<file path="config.mk">
export PLATFORM = sky130hd
export DESIGN_NAME = isb_status_top
export DESIGN_NICKNAME = d
export VERILOG_FILES = /design/src/isb_pkg.sv /design/src/isb_status_byte.sv /design/src/isb_status_top.sv
export SDC_FILE = /design/constraint.sdc
export NUM_CORES = 1
export LEC_CHECK = 0
export ABC_AREA = 1
export BUFFER_PORTS_ARGS = -buffer_cell sky130_fd_sc_hd__buf_4
export CORE_ASPECT_RATIO = 1.5
export CORE_MARGIN = 3
export CORE_UTILIZATION = 33
export CTS_CLUSTER_DIAMETER = 60
export CTS_CLUSTER_SIZE = 10
export DETAILED_ROUTE_END_ITERATION = 12
export PLACE_DENSITY_LB_ADDON = 0.25
export SETUP_SLACK_MARGIN = 0.5
export SLEW_MARGIN = 20
export SYNTH_ARGS = -nofsm -noshare
export SYNTH_HDL_FRONTEND = slang
export SYNTH_HIERARCHICAL = 1
export SYNTH_SLANG_ARGS = --single-unit
export TNS_END_PERCENT = 100
</file>
<file path="constraint.sdc">
create_clock -name SYS_CLK -period 1.34 [get_ports SYS_CLK]
set_input_delay 0.268 -clock SYS_CLK [delete_from_list [all_inputs] [get_ports SYS_CLK]]
set_output_delay 0.268 -clock SYS_CLK [all_outputs]
set_load 0.1 [all_outputs]
</file>
<file path="src/isb_pkg.sv">
// Overview of operation
// detector bit 0 sets on dynamic-reserve or signal-input overload
// detector bit 1 sets on low-pass filter overload
// detector bit 2 sets on output stage overload
// detector bit 3 sets when reference loop loses lock
// detector bit 4 sets on each 200 Hz frequency crossing, either way
// detector bit 5 sets whenever the time constant is changed
// detector bit 6 sets on trigger; bit 7 unused
// error bit 1 sets on battery backup failure; bits 0 and 3 unused
// error bit 2 sets on RAM self-test fault
// error bit 4 sets on ROM self-test fault
// error bit 5 sets on aborted GPIB binary transfer
// error bit 6 sets on signal processor self-test fault
// error bit 7 sets on internal math error
// poll bit 2 high when any enabled error bit is set
// poll bit 3 high when any enabled detector bit is set
// enable masks take whole byte or single bit i set to j
// bits stay set until byte read or clear-all; unused read zero
// a new event in the clear cycle keeps its bit set
package isb_pkg;
   localparam int unsigned BYTE_W        = 8;
   // detector status bit positions
   localparam int unsigned DET_OVL_BIT   = 0;
   localparam int unsigned DET_FILT_BIT  = 1;
   localparam int unsigned DET_OUT_BIT   = 2;
   localparam int unsigned DET_REFERENCE_LOCK_LOST_BIT  = 3;
   localparam int unsigned DET_RANGE_BIT = 4;
   localparam int unsigned DET_TC_BIT    = 5;
   localparam int unsigned DET_TRIG_BIT  = 6;
   // error status bit positions
   localparam int unsigned ERR_BKUP_BIT  = 1;
   localparam int unsigned ERR_RAM_BIT   = 2;
   localparam int unsigned ERR_ROM_BIT   = 4;
   localparam int unsigned ERR_GPIB_BIT  = 5;
   localparam int unsigned ERR_DSP_BIT   = 6;
   localparam int unsigned ERR_MATH_BIT  = 7;
   // implemented bits
   localparam logic [7:0]  DET_USED      = 8'h7f;
   localparam logic [7:0]  ERR_USED      = 8'hf6;
   // serial poll summary positions
   localparam int unsigned POLL_ERR_BIT  = 2;
   localparam int unsigned POLL_DET_BIT  = 3;
   // reset values
   localparam logic [7:0]  STATUS_RST    = 8'h00;
   localparam logic [7:0]  MASK_RST      = 8'h00;
   // mask write selectors
   localparam logic [1:0]  SEL_NONE      = 2'h0;
   localparam logic [1:0]  SEL_DET       = 2'h1;
   localparam logic [1:0]  SEL_ERR       = 2'h2;
   typedef struct packed {
      logic [7:0] status;
      logic [7:0] mask;
      logic [7:0] rdata;
   } isb_byte_t;
endpackage : isb_pkg

</file>
<file path="src/isb_status_byte.sv">
`timescale 1ns/100ps
// one sticky status byte with its enable mask and summary
module isb_status_byte
   import isb_pkg::*;
#(
   parameter logic [7:0] USED = 8'hff
) (
   input  wire logic       clk,        // system clock
   input  wire logic       rst,        // async reset, high
   input  wire logic [7:0] set_evt,    // one-cycle set events
   input  wire logic       clr,        // clear-all pulse
   input  wire logic       rd,         // byte read pulse
   input  wire logic       mask_wr,    // mask write pulse
   input  wire logic       mask_bit,   // 1: single-bit write
   input  wire logic [2:0] mask_idx,   // bit index for single-bit write
   input  wire logic [7:0] mask_data,  // byte, or bit value in bit 0
   output logic      [7:0] status,     // sticky status
   output logic      [7:0] mask,       // enable mask
   output logic      [7:0] rdata,      // byte latched at read
   output logic            summary     // any enabled bit set
);
   isb_byte_t s_q, s_d;

   // sticky bits: held, cleared by read or clear-all, new events win
   always_comb begin
      s_d = s_q;
      if (rd) begin
         s_d.rdata = s_q.status;
      end
      if (rd || clr) begin
         s_d.status = STATUS_RST;
      end
      s_d.status = (s_d.status | set_evt) & USED;
      if (mask_wr) begin
         if (mask_bit) begin
            s_d.mask[mask_idx] = mask_data[0];
         end else begin
            s_d.mask = mask_data;
         end
      end
   end

   // state register
   always_ff @(posedge clk or posedge rst) begin
      if (rst) begin
         s_q <= '{status: STATUS_RST, mask: MASK_RST, rdata: STATUS_RST};
      end else begin
         s_q <= s_d;
      end
   end

   assign status  = s_q.status;
   assign mask    = s_q.mask;
   assign rdata   = s_q.rdata;
   assign summary = |(s_q.status & s_q.mask);
endmodule : isb_status_byte

</file>
<file path="src/isb_status_top.sv">
`timescale 1ns/100ps
// detector and error status bytes with enable masks and poll summaries
module isb_status_top
   import isb_pkg::*;
(
   input  wire logic       SYS_CLK,          // 100 MHz clock
   input  wire logic       SYS_RST,          // async reset, high
   input  wire logic       RESERVE_OVERLOAD, // dynamic reserve overload level
   input  wire logic       INPUT_OVERLOAD,   // signal input overload level
   input  wire logic       FILTER_OVERLOAD,  // low-pass filter overload level
   input  wire logic       OUTPUT_OVERLOAD,  // output stage overload level
   input  wire logic       REFERENCE_LOCK_LOST, // reference unlock level
   input  wire logic       FREQ_ABOVE_200HZ, // detection freq above 200 Hz level
   input  wire logic       TIME_CONSTANT_CHANGED, // time constant change pulse
   input  wire logic       TRIGGER_EVENT,    // trigger pulse
   input  wire logic       BACKUP_FAIL,      // battery backup failed pulse
   input  wire logic       RAM_FAULT,        // ram self-test fault pulse
   input  wire logic       ROM_FAULT,        // rom self-test fault pulse
   input  wire logic       GPIB_ABORT,       // gpib binary transfer abort pulse
   input  wire logic       DSP_FAULT,        // dsp self-test fault pulse
   input  wire logic       MATH_ERROR,       // internal math error pulse
   input  wire logic       CLEAR_ALL,        // clear-all-status pulse
   input  wire logic       DET_READ,         // detector byte read pulse
   input  wire logic       ERR_READ,         // error byte read pulse
   input  wire logic [1:0] MASK_SEL,         // 1 detector, 2 error mask
   input  wire logic       MASK_WR,          // mask write pulse
   input  wire logic       MASK_BIT,         // single-bit write
   input  wire logic [2:0] MASK_IDX,         // bit index
   input  wire logic [7:0] MASK_DATA,        // byte or bit value
   output logic      [7:0] DET_STATUS,       // live detector status
   output logic      [7:0] ERR_STATUS,       // live error status
   output logic      [7:0] DET_READ_DATA,    // detector byte at last read
   output logic      [7:0] ERR_READ_DATA,    // error byte at last read
   output logic      [7:0] DET_MASK,         // detector enable mask
   output logic      [7:0] ERR_MASK,         // error enable mask
   output logic      [7:0] POLL_SUMMARY      // serial poll bits 2 and 3
);
   typedef struct packed {
      logic prev_above; // last level of above-200 Hz flag
      logic primed;     // history valid; first edge after reset is no crossing
   } isb_edge_t;

   isb_edge_t  e_q, e_d;
   logic [7:0] det_evt;
   logic [7:0] err_evt;
   logic       det_sum;
   logic       err_sum;
   logic       ovl_lvl;

   assign ovl_lvl = RESERVE_OVERLOAD | INPUT_OVERLOAD;

   // previous level for crossing detection, armed one edge after reset
   always_comb begin
      e_d = '{prev_above: FREQ_ABOVE_200HZ, primed: 1'b1};
   end

   // edge register
   always_ff @(posedge SYS_CLK or posedge SYS_RST) begin
      if (SYS_RST) begin
         e_q <= '0;
      end else begin
         e_q <= e_d;
      end
   end

   // detector events: conditions held high keep setting their bit, except the range bit, which sets only on a change
   always_comb begin
      det_evt                = 8'h00;
      det_evt[DET_OVL_BIT]   = ovl_lvl;
      det_evt[DET_FILT_BIT]  = FILTER_OVERLOAD;
      det_evt[DET_OUT_BIT]   = OUTPUT_OVERLOAD;
      det_evt[DET_REFERENCE_LOCK_LOST_BIT]  = REFERENCE_LOCK_LOST;
      det_evt[DET_RANGE_BIT] = e_q.primed & (FREQ_ABOVE_200HZ ^ e_q.prev_above);
      det_evt[DET_TC_BIT]    = TIME_CONSTANT_CHANGED;
      det_evt[DET_TRIG_BIT]  = TRIGGER_EVENT;
   end

   // error events
   always_comb begin
      err_evt               = 8'h00;
      err_evt[ERR_BKUP_BIT] = BACKUP_FAIL;
      err_evt[ERR_RAM_BIT]  = RAM_FAULT;
      err_evt[ERR_ROM_BIT]  = ROM_FAULT;
      err_evt[ERR_GPIB_BIT] = GPIB_ABORT;
      err_evt[ERR_DSP_BIT]  = DSP_FAULT;
      err_evt[ERR_MATH_BIT] = MATH_ERROR;
   end

   // detector byte
   isb_status_byte #(.USED(DET_USED)) u_det (
      .clk       (SYS_CLK),
      .rst       (SYS_RST),
      .set_evt   (det_evt),
      .clr       (CLEAR_ALL),
      .rd        (DET_READ),
      .mask_wr   (MASK_WR && (MASK_SEL == SEL_DET)),
      .mask_bit  (MASK_BIT),
      .mask_idx  (MASK_IDX),
      .mask_data (MASK_DATA),
      .status    (DET_STATUS),
      .mask      (DET_MASK),
      .rdata     (DET_READ_DATA),
      .summary   (det_sum)
   );

   // error byte
   isb_status_byte #(.USED(ERR_USED)) u_err (
      .clk       (SYS_CLK),
      .rst       (SYS_RST),
      .set_evt   (err_evt),
      .clr       (CLEAR_ALL),
      .rd        (ERR_READ),
      .mask_wr   (MASK_WR && (MASK_SEL == SEL_ERR)),
      .mask_bit  (MASK_BIT),
      .mask_idx  (MASK_IDX),
      .mask_data (MASK_DATA),
      .status    (ERR_STATUS),
      .mask      (ERR_MASK),
      .rdata     (ERR_READ_DATA),
      .summary   (err_sum)
   );

   // serial poll summary bits
   always_comb begin
      POLL_SUMMARY               = 8'h00;
      POLL_SUMMARY[POLL_ERR_BIT] = err_sum;
      POLL_SUMMARY[POLL_DET_BIT] = det_sum;
   end
endmodule : isb_status_top

</file>
**Yosys cells after proc, flatten, opt, wreduce, memory -nomap -nowiden**

Cells that the tools add are included.

- Register bits after elaboration: 44
- Word-level logic and storage cells: 34
- Output and inout bits: 56
- Input port bits: 34

- Bitwise logic cells: 7
- Equality and inequality tests: 2
- Reductions and logical operators: 7
- Mux-type cells: 8
- $lt $le $gt $ge: 2

Operators with widths:

| cell | count |
|---|---|
| $mux 8 | 3 |
| $bwmux 8 | 2 |
| $reduce_or 8->1 | 2 |
| $and 7x8->8 | 1 |
| $and 8x8->8 | 1 |
| $or 8x8->8 | 1 |
| $mux 7 | 1 |
| $or 7x7->7 | 1 |
| $lt 3x4->1 const B | 1 |
| $demux 1 s3 | 1 |
| $ge 3x1->1 const B | 1 |
| $logic_and 1x1->1 | 3 |
| $eq 2x1->1 const B | 1 |
| $eq 2x2->1 const B | 1 |
| $logic_or 1x1->1 | 2 |
| $and 1x1->1 | 1 |
| $mux 1 | 1 |
| $or 1x1->1 | 1 |
| $xor 1x1->1 | 1 |

**Depth between registers and ports, before layout**

- Depth in word-level cells: 6
- Gate-level depth with buffers: 7

**Modules after synthesis**

The synthesis kept the hierarchy.

Modules (own cells, without submodules):

| module | area each (um^2) | times used | sequential area each (um^2) | cells an instance |
|---|---|---|---|---|
| isb_status_byte at u_det | 1166.1 | 1 | 550.5 | 152 |
| isb_status_byte at u_err | 1072.3 | 1 | 500.5 | 146 |
| isb_status_top | 157.7 | 1 | 50.0 | 22 |

**Least setup slack after synthesis**

Ideal clock, no wire load.

- Path kind: reg-to-output
- From: register u_err.s_q (netlist bit u_err/mask[4])
- To: output port POLL_SUMMARY[2]
- Stages on the path, launching flop included: 6
- Required time: 1.072 ns
- Slack: -0.472 ns
- Arrival time: 1.544 ns
- Buffers on the path: 1
- Cell sequence: dfrtp_1 -> nand2_1 -> nand2_1 -> a21oi_1 -> nand4_1 -> buf_4

- Cells in the longest elaborated chain, start to end: 2

Ends and longest elaborated chain:

| element | line | source |
|---|---|---|
| start, declared | isb_status_byte.sv:22 | `isb_byte_t s_q, s_d;` |
| start signal, assigned | isb_status_byte.sv:46 | `s_q <= '{status: STATUS_RST, mask: MASK_RST, rdata: STATUS_RST};` |
| $and 8x8->8 | isb_status_byte.sv:55 | `assign summary = \|(s_q.status & s_q.mask);` |
| $reduce_or 8->1 | isb_status_byte.sv:55 |  |
| end, declared | isb_status_top.sv:36 | `output logic [7:0] POLL_SUMMARY` |

No other way between the ends.

**Worst setup path in the final report**

- From: register u_det.s_q (netlist bit u_det/mask[2])
- To: output port POLL_SUMMARY[3]

- Cells in the longest elaborated chain, start to end: 2

Ends and longest elaborated chain:

| element | line |
|---|---|
| start, declared | isb_status_byte.sv:22 |
| start signal, assigned | isb_status_byte.sv:46 |
| $and 7x8->8 | isb_status_byte.sv:55 |
| $reduce_or 8->1 | isb_status_byte.sv:55 |

No other way between the ends.

==> out/results.tsv <==
metric	value	unit
starting density of the core	0.3450	
ranking of synthesized cells by area	dfrtp_1 46%, nand2_1 19%, inv_1 6.4%, buf_4 5.0%, a21oi_1 3.8%	
Crit Path Category	flip-flop to primary output	
Max H-tree Level	2	
DR vias/cell	4.586	
Nets	445	
status	finished, violations left	
failing checks	negative setup slack	
Post-DP HPWL	4826	um
Setup crit end kind	primary output	
Worst Reg-to-Reg Cells	4	
Post-Syn Instances	320	
vias in the first global route	2313	
Final Hold Fails	0	
global-route wire length before repair	10690	um
# DRC	0	
DR vias	2247	
Port Buffers	77	
Min Hold Slack	12.26	ps
Root Buffer Master	clkbuf_8	
final setup margin	-334.4	ps
share of cells above drive strength 1	0.4515	
row cnt	37	
Avg Inst Size Synth	7.488	um2
fin util	0.5773	
antenna violations before repair	0	
Detailed Routing Iterations Pass 1	4	
Total GRT Usage	0.1695	
Max clock buf depth	2	
Inserted Clock Buffers	5	
clk_lat worst skew	300	ps
CTS tree	done	
Antenna Cells	0	
Synth top area share	0.4595	
Final Setup Violations	10	
die area	0.008340	mm2
final WL	6571	um
Synth area leader	dfrtp_1	
crit path DAT	1410	ps
Total Power	5.365	mW
RSZ-0062 raised after global routing	true	
ANT nets after route	0	
Pwr Density	1338	mW/mm2
critical path peak fanout	3	
Slew Viols, Final	0	
worst min-delay path class	input port to async pin	
Ports	90	
CP required	1070	ps
Die H	110.4	um
fmax	597.2	MHz
crit path time final	1674	ps
Worst setup SP type	flip-flop	
period utilization	1.250	
Yosys cell types	18	
Post-Syn Area	0.002396	mm2
core area	0.006944	mm2
Seq cells post-synth	44	
Leakage	1.947	nW
Worst-path clk slew	90	ps
Worst R2R End	u_err/status[4]	
Seq/Total Area, Yosys	0.4595	
DRT iter0 DRCs	119	
gr ovfl total	0	
# fillers	596	
Worst R2R Start	u_err/status[4]	
R2R setup slack	360	ps
pin count of the biggest net entering global routing	26	
area grow syn2layout	67.31	%
yosys warns	6	
routability cong.	0.8473	
mean routed wirelength per cell	13.41	um
clock skew	2.965	ps
peak supply drop	0.8849	mV
Max-cap violations	0	
Die Width	75.58	um
Clock Sink Count	44	
## worst max-delay path, cell delays in order, from the launching register on
cell and delay (ps):
dfrtp_4 500, nand2_2 90, nand2_2 50, nor2_2 100, nand4_1 150, buf_12 210
## state kept, by name (all words and copies together), names as in the netlist
signal and flops:
e_q 2, u_det/mask 8, u_det/rdata 7, u_det/status 7, u_err/mask 8, u_err/rdata 6
u_err/status 6
## layout by cell type (no fill, tap or decap), drive strengths merged, types with 2 or more instances in the layout
cell type	instances
conb	13
clkbuf	6
inv	41
o21ai	16
nand4	2
nor2	18
dfrtp	44
clkinvlp	2
nand2	121
nand3	12
a21oi	18
o21bai	17
buf	98
or2	3
## final cells by class
class                   instances  area, um2  area share
multi-input cells             220       1060      0.2644
inverters                      41      166.4     0.04151
clock inverters                 2      15.01    0.003745
flip-flops and latches         44       1259      0.3140
clock buffers                   6      82.58     0.02060
repair buffers                 99       1329      0.3315
well taps                      78      97.59     0.02434
## where the power goes
part	switching (mW)	internal, mW
clock network	0.461	0.417
registers	0.179	1.57
logic	1.82	0.924
total	2.46	2.91
## cells by family (layout without fill, tap and decap cells)
| group | count (synthesis) | in the layout | share of synthesized area |
|---|---|---|---|
| AO/OA/AOI/OAI | 51 | 51 | 0.1353 |
| buffers and inverters | 65 | 148 | 0.1410 |
| flip-flops | 44 | 44 | 0.4595 |
| other | 4 | 13 | 0.006264 |
| AND/OR/NAND/NOR | 156 | 156 | 0.2580 |
## Yosys cell counts (all sizes together)
master and n:
nand2 121, dfrtp 44, inv 41, buf 23
a21oi 18, nor2 18, o21bai 17, o21ai 16
nand3 12, conb 4, or2 3, nand4 2
clkbuf 1
## through the flow
| stage | cell area [um2] | setup WS (ps) | TNS, ps | cells |
|---|---|---|---|---|
| 2_1_floorplan | 2604 | -83.05 | -146.2 | 329 |
| 3_3_place_gp | 3132 | 56.84 | 0 | 467 |
| 3_5_place_dp | 3132 | 42.47 | 0 | 467 |
| 4_1_cts | 3821 | -269.1 | -680.8 | 482 |
| 5_1_grt | 4009 | -411.7 | -1585 | 490 |
| 6_report | 4009 | -334.4 | -981.3 | 490 |
## layer usage
layer,wire length [um],global-route usage,vias up
met5,0,0,-
met4,85,0.05250,0
met3,381,0.04991,9
met2,3784,0.3195,64
met1,2320,0.1735,1041
li1,-,-,1133
## worst max-delay path by stage
stage,from,end,slack [ps],depth (start not counted)
2_1_floorplan,u_err/mask[4],POLL_SUMMARY[2],-80,5
3_5_place_dp,u_err/mask[4],POLL_SUMMARY[2],40,5
3_3_place_gp,u_err/mask[4],POLL_SUMMARY[2],60,5
5_1_grt,u_det/mask[2],POLL_SUMMARY[3],-410,5
4_1_cts,u_err/mask[4],POLL_SUMMARY[2],-270,5
6_report,u_det/mask[2],POLL_SUMMARY[3],-330,5
## timing repair
action	in CTS	in global routing
hold endpoints to repair	2	0
buffers inserted	6	8
hold buffers	1	0
resized for setup	130	34
endpoints found under the setup margin	48	62
gates cloned	0	0
pin swaps	3	11
No activity file was read; power rests on OpenSTA's default activity.
